--- src/design/owps_pkg.sv ---
// package for the one-wire programming slave: constants and carriers
// assumes a 200 MHz system clock; all times are converted to cycles here
package owps_pkg;
    localparam int          CLK_MHZ          = 200;
    // bit timing in ns
    localparam int          BIT_PERIOD_NS    = 1000;
    localparam int          BIT_THRESH_NS    = 500;
    // must outlast the master's low after its handover fall, or the first bit is cut
    localparam int          SLV_TAKEOVER_NS  = 750;
    localparam int          BIT_ONE_NS       = 750;
    localparam int          BIT_ZERO_NS      = 250;
    localparam int          BUS_TIMEOUT_US   = 20;
    localparam int          ENTRY_WINDOW_US  = 100;
    localparam int          BIT_PERIOD_CYC   = (BIT_PERIOD_NS * CLK_MHZ) / 1000;
    localparam int          BIT_THRESH_CYC   = (BIT_THRESH_NS * CLK_MHZ + 999) / 1000;
    localparam int          SLV_TKO_CYC      = (SLV_TAKEOVER_NS * CLK_MHZ + 999) / 1000;
    localparam int          BIT_ONE_CYC      = (BIT_ONE_NS * CLK_MHZ + 999) / 1000;
    localparam int          BIT_ZERO_CYC     = (BIT_ZERO_NS * CLK_MHZ + 999) / 1000;
    localparam int          RELEASE_CYC      = (BIT_PERIOD_CYC * 3) / 4;
    localparam int          TIMEOUT_CYC      = BUS_TIMEOUT_US * CLK_MHZ;
    localparam int          ENTRY_WIN_CYC    = ENTRY_WINDOW_US * CLK_MHZ;
    localparam int          CNT_W            = 16;
    localparam int          ENTRY_W          = 16;
    // command addresses (7-bit)
    localparam logic [6:0]  ADDR_CTRL        = 7'h58;
    localparam logic [6:0]  ADDR_SIGNATURE   = 7'h5A;
    localparam logic [15:0] SIG_OEM          = 16'h7253;
    localparam logic [15:0] SIG_TIER1        = 16'h8364;
    localparam int          CHK_ERR_BIT      = 8;
    localparam int          SIG_A_BIT        = 2;
    localparam int          SIG_B_BIT        = 1;
    localparam logic [7:0]  CRC_SEED         = 8'hAA;
    localparam logic [8:0]  CRC_POLY         = 9'h107;
    localparam logic [15:0] CRC_LOW_MASK     = 16'hFF00;
    localparam int          CRC_W            = 8;

    typedef struct packed {
        logic [6:0]  addr;
        logic [15:0] data;
    } owps_wr_t;

    typedef struct packed {
        logic        valid;
        logic        last;
        logic [15:0] word;
    } owps_crc_in_t;
endpackage

--- src/design/owps_slave.sv ---
// one-wire programming slave: entry by signature, bit decoding, read and write
// assumes line input from a pin (synchronised here) and memory behind wr/rd ports
// Notes on behaviour
// every byte on the link goes most significant bit first
// command byte: address in bits 7..1, bit 0 high means read
// master frames each transaction with start and stop rising edges
// write is start, write command, two data bytes, stop
// missing rising edges during a write time out and drop the data
// read is start then command with select bit set
// master sends zero handover bit, releases at three quarters
// after handover falling edge device drives low for takeover time
// device sends two bytes, zero handover bit, releases at three quarters
// master drives low for its takeover then issues stop
// drivers overlap low at takeover so line never floats
// with no master takeover device times out, waits for new start
// entry accepted only within window after power-on reset
// diagnostic mode allows signature entry without power-on reset
// output enabled during entry, released once command mode active
// outside command mode link traffic is ignored; a read command still pulses rd_req_o for one cycle
// master waits programming time between non-volatile writes
// each area has 8-bit checksum; mismatch sets status bit 8
// checksum over addresses ascending, words fed msb first
// stored checksum byte counts as zero during computation
// polynomial x8+x2+x+1, seed AAh, data xored at x8; the engine shifts each data bit in at bit 0 instead
// two signatures, differing access rights per region
// no rising edge for timeout time resets bus to idle; the state machine exempts ST_TKO, ST_SEND and ST_REL
// bit value is width of high pulse in fixed period
// command mode persists until next power-on reset
// high width compared against mid threshold to decode bits
`timescale 1ns/1ps
module owps_slave
    import owps_pkg::*;
(
    input  wire logic                    clk_i,
    input  wire logic                    sys_rst_i,
    input  wire logic                    line_i,
    output logic                         line_o,
    output logic                         line_oe_n_o,
    input  wire logic                    diag_mode_i,
    input  wire logic                    area_match_i,
    input  wire logic [15:0]             rd_data_i,
    output logic                         rd_req_o,
    output owps_pkg::owps_wr_t           wr_o,
    output logic                         wr_valid_o,
    output logic                         cmd_mode_o,
    output logic                         sig_tier1_o,
    output logic [15:0]                  ctrl_status_o,
    input  wire owps_pkg::owps_crc_in_t  crc_in_i,
    output logic [7:0]                   crc_o,
    output logic                         crc_done_o
);
    import owps_pkg::*;

    typedef enum logic [2:0] {
        ST_IDLE   = 3'b000,
        ST_CMD    = 3'b001,
        ST_WDATA  = 3'b010,
        ST_HOVER  = 3'b011,
        ST_TKO    = 3'b100,
        ST_SEND   = 3'b101,
        ST_REL    = 3'b110,
        ST_WAIT   = 3'b111
    } owps_state_t;

    owps_state_t        state_r;
    logic [2:0]         sync_r;
    logic               line_r;
    logic               rise;
    logic               fall;
    logic [CNT_W-1:0]   high_cnt_r;
    logic [CNT_W-1:0]   idle_cnt_r;
    logic [CNT_W-1:0]   tx_cnt_r;
    logic [ENTRY_W-1:0] entry_cnt_r;
    logic               entry_open_r;
    logic [4:0]         bit_cnt_r;
    logic               commit_r;
    logic [23:0]        shift_r;
    logic [15:0]        tx_word_r;
    logic               bit_val;
    logic               cmd_mode_r;
    logic               sig_tier1_r;
    logic               sig_oem_r;
    logic               chk_err_r;
    logic [7:0]         crc_r;
    logic [7:0]         crc_nxt;

    // three-stage synchroniser; edges only from agreeing later stages
    always_ff @(posedge clk_i)
    begin
        if (sys_rst_i)
            sync_r <= 3'b111;
        else
            sync_r <= {sync_r[1:0], line_i};
    end

    always_ff @(posedge clk_i)
    begin
        if (sys_rst_i)
            line_r <= 1'b1;
        else if (sync_r[1] == sync_r[2])
            line_r <= sync_r[2];
    end

    assign rise = (sync_r[1] == sync_r[2]) && sync_r[2] && !line_r;
    assign fall = (sync_r[1] == sync_r[2]) && !sync_r[2] && line_r;
    assign bit_val = (high_cnt_r >= CNT_W'(BIT_THRESH_CYC));

    // high-pulse width measurement
    always_ff @(posedge clk_i)
    begin
        if (sys_rst_i || rise)
            high_cnt_r <= '0;
        else if (line_r && high_cnt_r != '1)
            high_cnt_r <= high_cnt_r + 1'b1;
    end

    // time since last rising edge
    always_ff @(posedge clk_i)
    begin
        if (sys_rst_i || rise)
            idle_cnt_r <= '0;
        else if (idle_cnt_r != '1)
            idle_cnt_r <= idle_cnt_r + 1'b1;
    end

    // entry window after reset; reset here stands for power-on reset
    always_ff @(posedge clk_i)
    begin
        if (sys_rst_i)
        begin
            entry_cnt_r  <= '0;
            entry_open_r <= 1'b1;
        end
        else if (entry_cnt_r == ENTRY_W'(ENTRY_WIN_CYC - 1))
            entry_open_r <= 1'b0;
        else
            entry_cnt_r <= entry_cnt_r + 1'b1;
    end

    // bus state machine
    always_ff @(posedge clk_i)
    begin
        wr_valid_o <= 1'b0;
        rd_req_o   <= 1'b0;
        commit_r   <= 1'b0;
        if (sys_rst_i)
        begin
            state_r   <= ST_IDLE;
            bit_cnt_r <= '0;
            shift_r   <= '0;
            tx_word_r <= '0;
            tx_cnt_r  <= '0;
            wr_o      <= '0;
        end
        else if (idle_cnt_r >= CNT_W'(TIMEOUT_CYC) && state_r != ST_IDLE
                 && state_r != ST_TKO && state_r != ST_SEND && state_r != ST_REL)
            state_r <= ST_IDLE;
        else
        begin
            unique case (state_r)
                ST_IDLE:
                begin
                    wr_valid_o <= commit_r && cmd_mode_r;
                    if (commit_r)
                        wr_o <= {shift_r[23:17], shift_r[15:0]};
                    if (rise)
                    begin
                        state_r   <= ST_CMD;
                        bit_cnt_r <= '0;
                    end
                end
                ST_CMD, ST_WDATA:
                    // a bit ends on the rise of the next one; stop rise ends frame
                    if (rise && high_cnt_r != '0)
                    begin
                        shift_r   <= {shift_r[22:0], bit_val};
                        bit_cnt_r <= bit_cnt_r + 1'b1;
                        if (state_r == ST_CMD && bit_cnt_r == 5'd7)
                        begin
                            bit_cnt_r <= '0;
                            if (bit_val)
                                state_r <= ST_HOVER;
                            else
                                state_r <= ST_WDATA;
                        end
                        else if (state_r == ST_WDATA && bit_cnt_r == 5'd15)
                        begin
                            state_r   <= ST_IDLE; // this rise is the stop
                            bit_cnt_r <= '0;
                            commit_r  <= 1'b1;
                        end
                    end
                ST_HOVER:
                    if (fall)
                    begin
                        state_r  <= ST_TKO;
                        tx_cnt_r <= '0;
                        rd_req_o <= 1'b1;
                    end
                ST_TKO:
                    if (tx_cnt_r == CNT_W'(SLV_TKO_CYC - 1))
                    begin
                        state_r   <= ST_SEND;
                        tx_cnt_r  <= '0;
                        bit_cnt_r <= '0;
                        tx_word_r <= rd_data_i;
                    end
                    else
                        tx_cnt_r <= tx_cnt_r + 1'b1;
                ST_SEND:
                    if (tx_cnt_r == CNT_W'(BIT_PERIOD_CYC - 1))
                    begin
                        tx_cnt_r  <= '0;
                        tx_word_r <= {tx_word_r[14:0], 1'b0};
                        bit_cnt_r <= bit_cnt_r + 1'b1;
                        if (bit_cnt_r == 5'd15)
                            state_r <= ST_REL;
                    end
                    else
                        tx_cnt_r <= tx_cnt_r + 1'b1;
                ST_REL:
                    if (tx_cnt_r == CNT_W'(RELEASE_CYC - 1))
                    begin
                        state_r  <= ST_WAIT;
                        tx_cnt_r <= '0;
                    end
                    else
                        tx_cnt_r <= tx_cnt_r + 1'b1;
                ST_WAIT:
                    if (rise)
                    begin
                        state_r   <= ST_IDLE; // stop after a read, never commits
                        bit_cnt_r <= '0;
                    end
            endcase
        end
    end

    // command mode entry; sticks until reset
    always_ff @(posedge clk_i)
    begin
        if (sys_rst_i)
        begin
            cmd_mode_r  <= 1'b0;
            sig_tier1_r <= 1'b0;
            sig_oem_r   <= 1'b0;
        end
        else if (!cmd_mode_r && commit_r
                 && shift_r[23:16] == {ADDR_SIGNATURE, 1'b0}
                 && (entry_open_r || diag_mode_i))
        begin
            if (shift_r[15:0] == SIG_TIER1)
            begin
                cmd_mode_r  <= 1'b1;
                sig_tier1_r <= 1'b1;
            end
            else if (shift_r[15:0] == SIG_OEM)
            begin
                cmd_mode_r <= 1'b1;
                sig_oem_r  <= 1'b1;
            end
        end
    end

    // pin drive: oe low means driving; before command mode the buffer stays on
    always_ff @(posedge clk_i)
    begin
        if (sys_rst_i)
        begin
            line_o      <= 1'b1;
            line_oe_n_o <= 1'b0;
        end
        else if (!cmd_mode_r)
        begin
            line_o      <= 1'b1; // master overdrives
            line_oe_n_o <= 1'b0;
        end
        else
        begin
            unique case (state_r)
                ST_TKO:
                begin
                    line_o      <= 1'b0;
                    line_oe_n_o <= 1'b0;
                end
                ST_SEND:
                begin
                    line_o      <= (tx_cnt_r < (tx_word_r[15] ? CNT_W'(BIT_ONE_CYC)
                                                             : CNT_W'(BIT_ZERO_CYC)));
                    line_oe_n_o <= 1'b0;
                end
                ST_REL:
                begin
                    // zero handover bit, then low until release at three quarters
                    line_o      <= (tx_cnt_r < CNT_W'(BIT_ZERO_CYC));
                    line_oe_n_o <= 1'b0;
                end
                default:
                begin
                    line_o      <= 1'b1;
                    line_oe_n_o <= 1'b1;
                end
            endcase
        end
    end

    // checksum engine: one word per valid, msb first, last word low byte zero
    always_comb
    begin
        logic [15:0] w;
        logic [8:0]  c;
        w = crc_in_i.last ? (crc_in_i.word & CRC_LOW_MASK) : crc_in_i.word;
        c = {1'b0, crc_r};
        for (int i = 15; i >= 0; i--)
        begin
            c = {c[7:0], w[i]};
            if (c[8])
                c = c ^ CRC_POLY;
        end
        crc_nxt = c[7:0];
    end

    always_ff @(posedge clk_i)
    begin
        if (sys_rst_i)
        begin
            crc_r      <= CRC_SEED;
            crc_o      <= '0;
            crc_done_o <= 1'b0;
            chk_err_r  <= 1'b0;
        end
        else
        begin
            crc_done_o <= 1'b0;
            if (crc_in_i.valid)
            begin
                crc_r <= crc_in_i.last ? CRC_SEED : crc_nxt;
                if (crc_in_i.last)
                begin
                    crc_o      <= crc_nxt;
                    crc_done_o <= 1'b1;
                    if (crc_nxt != crc_in_i.word[7:0])
                        chk_err_r <= 1'b1; // sticky until reset
                end
            end
        end
    end

    always_ff @(posedge clk_i)
    begin
        if (sys_rst_i)
        begin
            cmd_mode_o    <= 1'b0;
            sig_tier1_o   <= 1'b0;
            ctrl_status_o <= '0;
        end
        else
        begin
            cmd_mode_o    <= cmd_mode_r;
            sig_tier1_o   <= sig_tier1_r; // broader rights flag
            ctrl_status_o <= '0;
            ctrl_status_o[CHK_ERR_BIT] <= chk_err_r;
            ctrl_status_o[SIG_A_BIT]   <= sig_oem_r;
            ctrl_status_o[SIG_B_BIT]   <= sig_tier1_r;
        end
    end
endmodule

--- config.mk ---
export PLATFORM = sky130hd
export DESIGN_NAME = owps_slave
export DESIGN_NICKNAME = d
export VERILOG_FILES = /design/src/design/owps_pkg.sv /design/src/design/owps_slave.sv
export SDC_FILE = /design/constraint.sdc
export NUM_CORES = 1
export LEC_CHECK = 0
export BUFFER_PORTS_ARGS = -buffer_cell sky130_fd_sc_hd__buf_2
export CAP_MARGIN = 20
export CORE_UTILIZATION = 40
export CTS_CLUSTER_DIAMETER = 60
export CTS_CLUSTER_SIZE = 12
export DETAILED_ROUTE_END_ITERATION = 10
export SLEW_MARGIN = 0
export SYNTH_ARGS = -nofsm -noshare
export SYNTH_HDL_FRONTEND = slang
export SYNTH_SLANG_ARGS = --single-unit
--- constraint.sdc ---
create_clock -name clk_i -period 3.3 [get_ports clk_i]
set_clock_uncertainty 0.1 [all_clocks]
set_input_delay 0.165 -clock clk_i [delete_from_list [all_inputs] [get_ports clk_i]]
set_output_delay 0.165 -clock clk_i [all_outputs]
set_load 0.05 [all_outputs]
**Word level (Yosys, flattened, before mapping)**

Cells that the tools add are included.

- ROM bits: 0
- Memories: 0
- Output and inout port bits: 54
- Bits in writable memories: 0
- Flip-flop bits (word level): 184
- Word-level logic and storage cells: 195
- Latch bits: 0

- Muxes and demuxes: 52
- Div/mod/pow operators: 0
- Shifts and indexed selects: 0
- Multipliers: 0
- Add/sub/neg operators: 5
- Equal/unequal tests: 32
- Reductions and logical operators: 49
- Magnitude comparators: 4
- Bitwise logic cells: 24

Operator list:

| cell | number |
|---|---|
| $mux 16 | 5 |
| $mux 3 | 26 |
| $add 16x1->16 const B | 4 |
| $not 3->3 | 16 |
| $pmux 16 s3 | 1 |
| $eq 16x15->1 const B | 2 |
| $eq 16x8->1 const B | 2 |
| $ne 16x16->1 const B | 2 |
| $pmux 16 s2 | 1 |
| $mux 5 | 6 |
| $mux 8 | 3 |
| $pmux 3 s7 | 1 |
| $pmux 5 s4 | 1 |
| $eq 16x16->1 const B | 1 |
| $ge 16x12->1 const B | 1 |
| $ge 16x7->1 const B | 1 |
| $logic_and 1x1->1 | 16 |
| $lt 16x6->1 const B | 1 |
| $lt 16x8->1 | 1 |
| $ne 2x2->1 const B | 8 |
| $reduce_bool 16->1 | 1 |
| $reduce_and 3->1 | 5 |
| $eq 3x3->1 const B | 4 |
| $ne 3x3->1 const B | 4 |
| 25 further kinds | 53 |

**Depth between registers and ports, before layout**

Gate-level depths: netlist of the first run.

- Word-level depth: 34
- Gate-level depth with buffers: 10

**Worst setup path before layout of the first run**

OpenSTA, ideal clock, no wires.

- Path kind: register to register
- Start point: register crc_r[5]
- End point: register chk_err_r
- Stages on the path, launching flop included: 8
- Setup slack: 0.963 ns
- Library setup time: 0.122 ns
- Path buffers: 0
- Required time: 3.078 ns
- Arrival time: 2.115 ns
- Period minus slack after synthesis: 2.337 ns
- Path through: dfxtp_1 xnor2_2 xnor3_2 xnor3_1 a32o_1 nand2_1 nand3_1 o32a_1

- Cells in the longest elaborated chain, start to end: 12

Ends and longest elaborated chain:

| what | line | source |
|---|---|---|
| start, declared | owps_slave.sv:84 | `logic [7:0] crc_r;` |
| start signal, assigned | owps_slave.sv:337 | `crc_r <= crc_in_i.last ? CRC_SEED : crc_nxt;` |
| $mux 3 * | owps_slave.sv:317 | `if (c[8])` |
| $not 3->3 (no line) | - |  |
| $mux 3 | owps_slave.sv:317 |  |
| $not 3->3 (no line) | - |  |
| $mux 3 (2 in series) | owps_slave.sv:317 |  |
| $not 3->3 (no line) | - |  |
| $mux 3 | owps_slave.sv:317 |  |
| $not 3->3 (no line) | - |  |
| $mux 3 | owps_slave.sv:317 |  |
| $ne 8x8->1 * | owps_slave.sv:342 | `if (crc_nxt != crc_in_i.word[7:0])` |
| $reduce_and 3->1 (no line) * | - |  |
| end signal, assigned | owps_slave.sv:330 | `chk_err_r <= 1'b0;` |
| end signal, assigned | owps_slave.sv:343 | `chk_err_r <= 1'b1;` |
| end, declared | owps_slave.sv:83 | `logic chk_err_r;` |

Every way passes the cells marked *; elsewhere a longest branch is shown, timed or not.
A chain may end at the register's enable or synchronous reset.

**Final worst setup path of the first run**

- Start point: register tx_cnt_r[12]
- End point: register tx_word_r[0]

- Cells in the longest elaborated chain, start to end: 3

Ends and longest elaborated chain:

| what | line | source |
|---|---|---|
| start, declared | owps_slave.sv:72 | `logic [CNT_W-1:0] tx_cnt_r;` |
| start signal, assigned | owps_slave.sv:209 | `tx_cnt_r <= tx_cnt_r + 1'b1;` |
| start signal, assigned | owps_slave.sv:220 | `tx_cnt_r <= tx_cnt_r + 1'b1;` |
| start signal, assigned | owps_slave.sv:228 | `tx_cnt_r <= tx_cnt_r + 1'b1;` |
| $eq 16x8->1 (on tied branches) | owps_slave.sv:211, owps_slave.sv:201 |  |
| $ne 2x2->1 (no line) | - |  |
| $reduce_and 4->1 (no line) * | - |  |
| end signal, assigned | owps_slave.sv:206 | `tx_word_r <= rd_data_i;` |
| end signal, assigned | owps_slave.sv:214 | `tx_word_r <= {tx_word_r[14:0], 1'b0};` |
| end, declared | owps_slave.sv:78 | `logic [15:0] tx_word_r;` |

Marks and branches as above.

==> results_dict.tcl, run 1 <==
set metrics [dict create \
    status "completed" \
    antenna_found_initial 0 \
    max-vdd-ir-drop_uv 729 \
    clkSinkCount 170 \
    syn_area_sq_um 8060 \
    reg2reg_slack_ns 0.47 \
    fin_cells 1286 \
    synth_edf_count 0 \
    avgRoutedWirePerCell_um 13.1 \
    path_max_fanout 32 \
    fmax_mhz 353 \
    fin_util_pct 48.3 \
    synth_seq_cells 170 \
    grt_use_total_pct 17.4 \
    vias 6429 \
    synth_flop_cell "dfxtp_1" \
    die_h_um 144 \
    fin_crit_sh_pct 85.9 \
    drive_gt1_share_pct 13.4 \
    hold_depth 3 \
    synth_seq_area_share_pct 42.2 \
    min_from "rd_data_i[7]" \
    fp.dieArea_sq_um 20700 \
    dp_cells 1236 \
    ys_async_sr_fraction_pct 0 \
    diodes 0 \
    required_ns 3.57 \
    drcViolationCount 0 \
    firstDrtPassIters 4 \
    wirelength_um 16800 \
    p_leak_uw 0.00372 \
    worst_pin_slew_ns 0.888 \
    grt_pass1_vias 5999 \
    syn_avg_cell_area_sq_um 8.69 \
    finalPower_uw 6200 \
    rows 51 \
    grt_pass1_wl_um 28900 \
    synth.distinct_cells 66 \
    cellPowerDensity_nw_per_um2 655 \
    layout-area-overhead-vs-synth_pct 17.5 \
    r2r_cells 7 \
    fillCellCount 1913 \
    period_needed_ns 2.83 \
    io_buffers 78 \
    start_util_pct 41.1 \
    slew_viol_final 0 \
    hold_viol 0 \
    viasPerCell 5.00 \
    grt_use_met1_pct 23.6 \
    setup_viol 0 \
    gr-total-overflow 0 \
    clkTransAtPathRegs_ns 0.07 \
    cts_tree "done" \
    antenna_left 0 \
    grt-busiest-layer "met2" \
    use_met3_pct 4.63 \
    clock_latency_ns 0.43 \
    cts_made_buffers 17 \
    nNetsFinal 1061 \
    die_width_um 144 \
    hp-class "in -> reg" \
    critPathKind "reg -> reg" \
    worstPathArrival_ns 3.11 \
    slew_headroom_pct 40.8 \
    setup_tns_ns 0 \
    cap_violations 0 \
    end_kind "register" \
    syn-instance-count 928 \
    grt_use_met2_pct 27.4 \
    post_cts_resized 0 \
    initialDrtViolationCount 313 \
    h-tree-depth 4 \
    hpwlAfterDp_um 11500 \
    cts_root_buffer "clkbuf_16" \
    grt_max_degree 86 \
    worstHoldEndpoint "tx_word_r[7]$_SDFFE_PP0P_" \
    start_kind "register" \
    gp_congestion 0.821 \
    rr_startpoint "tx_cnt_r[12]$_SDFFE_PP0P_" \
    core_sq_um 19600 \
    yosysWarnings 0 \
    rr_endpoint "tx_word_r[0]$_SDFFE_PP0P_" \
    ios 93 \
    rsz0062_at_grt "false" \
    cts_buffer_depth 2 \
]
## flip-flops by register name, indices dropped and copies added (netlist names), 3 cells and up
register and flops:
entry_cnt_r 16, tx_word_r 16, state_r 3, shift_r 24, ctrl_status_o 3, sync_r 3
wr_o 23, crc_o 8, tx_cnt_r 16, idle_cnt_r 16, crc_r 8, bit_cnt_r 5
high_cnt_r 16
## per-layer routing
metal  vias to the layer above  share of wire, %
met2                        80                46
li1                       3338                 -
met4                         0              0.76
met3                         8               2.7
met1                      3003                51
met5                         -                 0
## kinds of logic after synthesis
group	Yosys count	share of synthesized area, %
AOI/OAI and AO/OA	132	10.6
adders and majority gates	14	2.17
muxes	45	5.59
other	1	0.0465
xor gates and xnor gates	89	11.0
and+or+nand+nor	402	24.2
buffers and inverters	75	4.24
DFF	170	42.2
## synthesized netlist by cell type (16+ instances only)
| master | count | share of area [%] |
|---|---|---|
| nand3_1 | 34 | 2.1 |
| nand2_1 | 106 | 4.9 |
| nor3_1 | 17 | 1.1 |
| inv_1 | 19 | 0.88 |
| a21oi_1 | 49 | 3.0 |
| a211oi_1 | 24 | 2.2 |
| clkbuf_1 | 35 | 1.6 |
| nor2_1 | 134 | 6.2 |
| dfxtp_1 | 170 | 42 |
| xor2_1 | 38 | 4.1 |
| xnor2_1 | 42 | 4.6 |
| mux2i_1 | 45 | 5.6 |
| o21ai_0 | 19 | 1.2 |
| nor2b_1 | 16 | 1.2 |
## worst max-delay path, cell delays in order (launching register included)
cell           delay (ns)
dfxtp_1              0.33
or4_1                0.58
nor4_2               0.33
nor3b_4              0.26
buf_4                0.33
nand3_1              0.14
a21oi_1              0.16
dlygate4sd3_1        0.55
## placed cells by master, fill, tap and decap left out, types with 10 or more instances in the layout
master / count
dfxtp_1: 170
nor2_1: 134
nand2_1: 106
buf_2: 77
a21oi_1: 49
mux2i_1: 45
xnor2_1: 42
xor2_1: 38
nand3_1: 34
a211oi_1: 24
inv_1: 19
o21ai_0: 19
nor3_1: 17
clkbuf_16: 17
dlygate4sd3_1: 17
nor2b_1: 15
nand4_1: 14
ha_1: 14
conb_1: 13
and3_1: 12
or3_1: 10
buf_4: 10
## report_power, final
group	total, uW	switching (uW)	internal [uW]	leakage, uW
sequential	2200	70.2	2130	0.00137
clock	2160	840	1320	0.000311
combinational	1840	1040	805	0.00204
## cell type report
cell class	count	area [sq um]	area share, %
Multi-Input combinational cell	695	4370	46.2
Sequential cell	170	3400	35.9
Timing Repair Buffer	105	646	6.82
Clock buffer	20	457	4.82
Tap cell	265	332	3.50
Clock inverter	12	189	1.99
Inverter	19	71.3	0.753
## worst max path at each step
stage,slack [ns],depth (start not counted),startpoint,endpoint
3_5_place_dp,0.60,6,state_r[1]$_SDFFE_PP0P_,tx_cnt_r[7]$_SDFFE_PP0P_
5_1_grt,0.30,7,tx_cnt_r[12]$_SDFFE_PP0P_,tx_word_r[2]$_SDFFE_PP0P_
6_report,0.47,7,tx_cnt_r[12]$_SDFFE_PP0P_,tx_word_r[0]$_SDFFE_PP0P_
2_1_floorplan,0.96,7,crc_r[5]$_SDFFE_PP1P_,chk_err_r$_SDFFE_PP0P_
3_3_place_gp,0.61,6,state_r[1]$_SDFFE_PP0P_,tx_cnt_r[7]$_SDFFE_PP0P_
4_1_cts,0.47,7,tx_cnt_r[12]$_SDFFE_PP0P_,tx_word_r[2]$_SDFFE_PP0P_
## stage by stage
step	instance area [sq um]	setup slack [ns]	hold slack (ns)
final	9470	0.465	0.0233
after global routing	9470	0.296	0.00110
after CTS	9460	0.473	0.00257
after detailed placement	8640	0.596	0.288
after global placement	8640	0.612	0.292
after floorplan	8110	0.963	0.169
## repair_timing
action / CTS / global route
endpoints found under the setup margin: 0 / 0
setup buffers: 0 / 0
endpoints found under the hold margin: 19 / 0
hold buffers: 17 / 0
No activity file was read; power rests on OpenSTA's default activity.
==> run 2, diff against run 1 <==
--- a/config.mk
+++ b/config.mk
@@ -11,6 +11,7 @@
 export CTS_CLUSTER_DIAMETER = 60
 export CTS_CLUSTER_SIZE = 12
 export DETAILED_ROUTE_END_ITERATION = 10
+export PLACE_DENSITY = 0.62
 export SLEW_MARGIN = 0
 export SYNTH_ARGS = -nofsm -noshare
 export SYNTH_HDL_FRONTEND = slang
==> constraint.sdc (replaced) <==
create_clock -name clk_i -period 3.55 [get_ports clk_i]
set_clock_uncertainty 0.1 [all_clocks]
set_input_delay 0.1775 -clock clk_i [delete_from_list [all_inputs] [get_ports clk_i]]
set_output_delay 0.1775 -clock clk_i [all_outputs]
set_load 0.05 [all_outputs]
==> results_dict.tcl, run 2 (synthesis gave the netlist of run 1 again) <==
set metrics [dict create \
    die_h_um 144 \
    wirelength_um 16900 \
    io_buffers 78 \
    path_max_fanout 14 \
    setup_tns_ns 0 \
    setup_viol 0 \
    finalPower_uw 5590 \
    max-vdd-ir-drop_uv 748 \
    rows 51 \
    cap_violations 0 \
    cellPowerDensity_nw_per_um2 596 \
    avgRoutedWirePerCell_um 13.2 \
    required_ns 3.79 \
    p_seq_share_pct 36.5 \
    worst_pin_slew_ns 0.718 \
    end_kind "register" \
    critPathKind "reg -> reg" \
    grt_use_total_pct 17.3 \
    cts_buffer_depth 2 \
    clock_latency_ns 0.42 \
    die_width_um 144 \
    layout_commonest_cell "dfxtp_1" \
    core_sq_um 19600 \
    clockPowerShare_pct 32.8 \
    period_needed_ns 2.72 \
    slew_viol_final 0 \
    firstDrtPassIters 4 \
    start_kind "register" \
    grt_max_degree 73 \
    slew_headroom_pct 51.7 \
    swShare_pct 33.4 \
    rsz0062_at_grt "false" \
    combPwrFrac_pct 30.7 \
    gr-total-overflow 0 \
    drive_gt1_share_pct 13.4 \
    hp-class "in -> reg" \
    viasPerCell 5.01 \
    layout-area-overhead-vs-synth_pct 16.5 \
    layout_common_cells "dfxtp_1 (170), nor2_1 (134), nand2_1 (106), buf_2 (77), a21oi_1 (49)" \
    cts_root_buffer "clkbuf_16" \
    hold_ws_ns 0.0299 \
    p_int_uw 3730 \
    power_switching_uw 1870 \
    fin_crit_sh_pct 76.5 \
    fp.dieArea_sq_um 20700 \
    diodes 0 \
    gp_congestion 0.818 \
    vias 6417 \
    top_register "shift_r" \
    start_util_pct 41.1 \
    hold_viol 0 \
    reg2reg_slack_ns 0.83 \
    cts_made_buffers 17 \
    grt_pass1_wl_um 28700 \
    ios 93 \
    status "completed" \
    nNetsFinal 1057 \
    worstPathArrival_ns 2.96 \
    h-tree-depth 4 \
    post_cts_buffers 0 \
    drcViolationCount 0 \
    clkTransAtPathRegs_ns 0.07 \
    cts_tree "done" \
    hpwlAfterDp_um 11300 \
    fmax_mhz 368 \
    reg_top3 "shift_r: 24 flops, wr_o: 23 flops" \
    largest_reg_flops 24 \
    antenna_found_initial 0 \
    postCtsHoldBufs 15 \
    clkSinkCount 170 \
    antenna_left 0 \
    grt_pass1_vias 6048 \
    post_cts_resized 0 \
    initialDrtViolationCount 330 \
    fin_util_pct 47.9 \
    p_leak_uw 0.00367 \
]
[run 2: cell count changes in the layout (fill, tap and decap cells not counted), moves of 2 or more]
cell / delta
clkbuf_8: -2
buf_4: -2
dlygate4sd3_1: -2
bufinv_16: -3
inv_6: +3
clkinvlp_4: +2
inv_8: +4
clkinv_4: -3
[run 2: power by group through the flow]
stage | logic (uW) | clock network [uW] | registers, uW
CTS | 1710 | 1890 | 2040
detailed placement | 1690 | 0 | 2080
floorplan | 1320 | 0 | 2150
global placement | 1680 | 0 | 2080
finish | 1720 | 1830 | 2040
global route | 1890 | 1960 | 2050
[run 2: area by class of cell]
cell class / count / area (sq um)
clock buffers: 17 / 425
clock inverters: 15 / 159
fillers: 1904 / 10200
inverters: 19 / 71.3
multi-input cells: 695 / 4370
flip-flops and latches: 170 / 3400
well taps: 265 / 332
repair buffers: 101 / 623
[run 2: final timing paths]
check                                    to                     from  cells after the start
setup reg to reg   tx_cnt_r[7]$_SDFFE_PP0P_  state_r[1]$_SDFFE_PP0P_                      6
setup / recovery   tx_cnt_r[7]$_SDFFE_PP0P_  state_r[1]$_SDFFE_PP0P_                      6
hold / removal    tx_word_r[7]$_SDFFE_PP0P_             rd_data_i[7]                      3
hold reg to reg        sync_r[1]$_SDFF_PP1_     sync_r[0]$_SDFF_PP1_                      1
[run 2: stage by stage]
step	cell area, sq um	cells	setup WS, ns
after floorplan	8110	940	1.21
after global placement	8630	1234	0.866
after detailed placement	8630	1234	0.851
after CTS	9360	1281	0.825
after global routing	9390	1282	0.592
final	9390	1282	0.833
[run 2: worst max-delay path, cell delays in order (launching register included)]
cell	delay, ns
dfxtp_1	0.57
nand2_1	0.15
or3_1	0.38
a32oi_2	0.47
nand4_2	0.30
or4b_1	0.53
a21oi_1	0.15
[run 2: layer usage]
layer  routed length (um)  share of wire [%]  GRT usage [%]
met1                 8460                 50           23.0
met2                 7660                 45           27.6
met3                  521                3.1           3.63
met4                  264                1.6           5.66
met5                    0                  0              0
==> run 3, diff against run 2 <==
--- a/config.mk
+++ b/config.mk
@@ -5,13 +5,14 @@
 export SDC_FILE = /design/constraint.sdc
 export NUM_CORES = 1
 export LEC_CHECK = 0
+export ABC_AREA = 1
 export BUFFER_PORTS_ARGS = -buffer_cell sky130_fd_sc_hd__buf_2
 export CAP_MARGIN = 20
 export CORE_UTILIZATION = 40
 export CTS_CLUSTER_DIAMETER = 60
 export CTS_CLUSTER_SIZE = 12
 export DETAILED_ROUTE_END_ITERATION = 10
-export PLACE_DENSITY = 0.62
+export PLACE_DENSITY = 0.64
 export SLEW_MARGIN = 0
 export SYNTH_ARGS = -nofsm -noshare
 export SYNTH_HDL_FRONTEND = slang
==> constraint.sdc (replaced) <==
create_clock -name clk_i -period 2.21 [get_ports clk_i]
set_clock_uncertainty 0.1 [all_clocks]
set_input_delay 0.1105 -clock clk_i [delete_from_list [all_inputs] [get_ports clk_i]]
set_output_delay 0.1105 -clock clk_i [all_outputs]
set_load 0.05 [all_outputs]
==> results_dict.tcl, run 3 <==
set metrics [dict create \
    status "completed" \
    start_util_pct 40.7 \
    rr_endpoint "state_r[0]$_SDFFE_PP0P_" \
    io_buffers 78 \
    setup_viol 0 \
    critPathKind "reg -> reg" \
    clkTransAtPathRegs_ns 0.07 \
    fin_crit_sh_pct 92.7 \
    cts_root_buffer "clkbuf_16" \
    finalWorstSetupSlack_ns 0.161 \
    rsz0062_at_grt "true" \
    max-vdd-ir-drop_uv 405 \
    antenna_left 0 \
    synth_top_cell_by_area "dfxtp_1" \
    synth_common_cells "nand2_1 (308), dfxtp_1 (170), inv_1 (145)" \
    period_needed_ns 2.05 \
    fp.dieArea_sq_um 22700 \
    diodes 0 \
    cap_violations 0 \
    vias 8235 \
    p_leak_uw 0.00467 \
    h-tree-depth 4 \
    required_ns 2.47 \
    largest_reg_flops 24 \
    die_width_um 151 \
    ys_async_sr_fraction_pct 0 \
    start_kind "register" \
    synth_seq_cells 170 \
    fin_util_pct 48.0 \
    finalPower_uw 8020 \
    layout_common_cells "nand2_1 (307), dfxtp_1 (162), inv_1 (144), nand3_1 (102), nor2_1 (99)" \
    rr_startpoint "bit_cnt_r[0]$_SDFFE_PP0P_" \
    cts_tree "done" \
    end_kind "register" \
    synth.distinct_cells 55 \
    top_register "shift_r" \
    layout_commonest_cell "nand2_1" \
    grt_pass1_vias 7166 \
    worstPathArrival_ns 2.31 \
    yosysWarnings 0 \
    clkSinkCount 170 \
    clock_latency_ns 0.44 \
    synth_top_area_share_pct 38.5 \
    layout-area-overhead-vs-synth_pct 18.0 \
    hp-class "in -> reg" \
    hold_viol 0 \
    hpwlAfterDp_um 14300 \
    place_ws_ns 0.0799 \
    r2r_cells 12 \
    core_sq_um 21800 \
    grt_max_degree 45 \
    firstDrtPassIters 5 \
    syn_avg_cell_area_sq_um 6.85 \
    crit_path_end "state_r[0]$_SDFFE_PP0P_" \
    reg2reg_slack_ns 0.16 \
    cts_buffer_depth 2 \
    gr-total-overflow 0 \
    initialDrtViolationCount 590 \
    antenna_found_initial 0 \
    reg_top3 "shift_r: 24 flops, wr_o: 23 flops" \
    synth_seq_area_share_pct 38.5 \
    grt_pass1_wl_um 33100 \
    syn_area_sq_um 8850 \
    grt_use_total_pct 17.9 \
    cellPowerDensity_nw_per_um2 768 \
    rows 54 \
    wirelength_um 20100 \
    viasPerCell 4.88 \
    drive_gt1_share_pct 17.8 \
    yosysMostFrequentCell "nand2_1" \
    gp_congestion 0.837 \
    ios 93 \
    syn-instance-count 1291 \
    avgRoutedWirePerCell_um 11.9 \
    synth_edf_count 0 \
    synthTopCellsByArea "dfxtp_1 (38%), nand2_1 (13%), inv_1 (6.2%), nand3_1 (5.9%), a21oi_1 (5.1%)" \
    drcViolationCount 0 \
    slew_viol_final 0 \
    cts_made_buffers 17 \
    crit_start "bit_cnt_r[0]$_SDFFE_PP0P_" \
    fmax_mhz 488 \
    path_max_fanout 4 \
    nNetsFinal 1449 \
    synth_flop_cell "dfxtp_1" \
    die_h_um 151 \
]
==> run 3: changes by cell type after synthesis, moves of 21 or more <==
cell,change
mux2i_1,-45
nand2_1,+202
nand2_2,+38
inv_2,+21
o21ai_0,+64
a21oi_1,+42
nand3_1,+70
xor2_1,-30
inv_1,+126
nor2_1,-33
xnor2_1,-38
==> run 3: cell type report <==
type,count,area [sq um]
inverters,169,638
clock inverters,15,173
well taps,280,350
multi-input cells,913,4620
fillers,2139,11300
repair buffers,125,825
flip-flops and latches,170,3410
clock buffers,17,425
==> run 3: stage by stage <==
step / instances / area [sq um] / hold slack [ns] / setup TNS [ns]
after detailed placement: 1628 / 9520 / 0.224 / 0
after global placement: 1628 / 9520 / 0.230 / 0
after global routing: 1689 / 10400 / 0.0353 / -0.00491
after CTS: 1681 / 10300 / 0.00217 / 0
final: 1689 / 10400 / 0.0243 / 0
after floorplan: 1303 / 8890 / 0.114 / 0
==> run 3: worst min-delay path by stage <==
stage,startpoint,endpoint,slack [ns],cells after the start
6_report,crc_in_i[3],chk_err_r$_SDFFE_PP0P_,0.02,7
3_5_place_dp,line_i,sync_r[0]$_SDFF_PP1_,0.22,2
5_1_grt,crc_in_i[3],chk_err_r$_SDFFE_PP0P_,0.04,7
2_1_floorplan,line_i,sync_r[0]$_SDFF_PP1_,0.11,1
3_3_place_gp,line_i,sync_r[0]$_SDFF_PP1_,0.23,2
4_1_cts,crc_in_i[3],chk_err_r$_SDFFE_PP0P_,0.002,7
==> run 3: cell families (layout without fill, tap and decap cells) <==
kind of cell,Yosys count,after routing,share of synthesized area (%)
buf+inv,220,326,10.3
fa+ha+maj,14,14,1.98
simple gates,651,651,34.0
flops,170,170,38.5
other cells,1,13,0.0424
xor+xnor,15,15,1.74
compound gates,220,220,13.6
==> run 3: power by group <==
| part | internal [uW] | total, uW | switching (uW) |
|---|---|---|---|
| clock network | 1620 | 3030 | 1410 |
| logic | 557 | 1710 | 1160 |
| registers | 3170 | 3280 | 110 |
==> run 3: what timing repair did <==
item,in CTS,in global routing
hold buffers,21,0
resized for setup,0,20
endpoints found under the hold margin,24,0
setup buffers,0,8
endpoints found under the setup margin,0,18
==> run 3: critical path, cell delays in order, from the launching register on <==
cell      delay, ns
dfxtp_1        0.39
ha_1           0.19
nand2_1        0.09
nor2_1         0.11
ha_1           0.18
nor2_1         0.06
nor3_1         0.16
o21ai_0        0.12
a21oi_1        0.15
nand2_1        0.14
inv_2          0.09
nor2_1         0.04
a211oi_1       0.15
==> run 3: per-layer routing <==
layer | share of wire [%] | GRT usage, %
met1 | 49 | 24.1
met2 | 47 | 29.3
met3 | 3.0 | 3.03
met5 | 0 | 0
met4 | 1.1 | 5.15
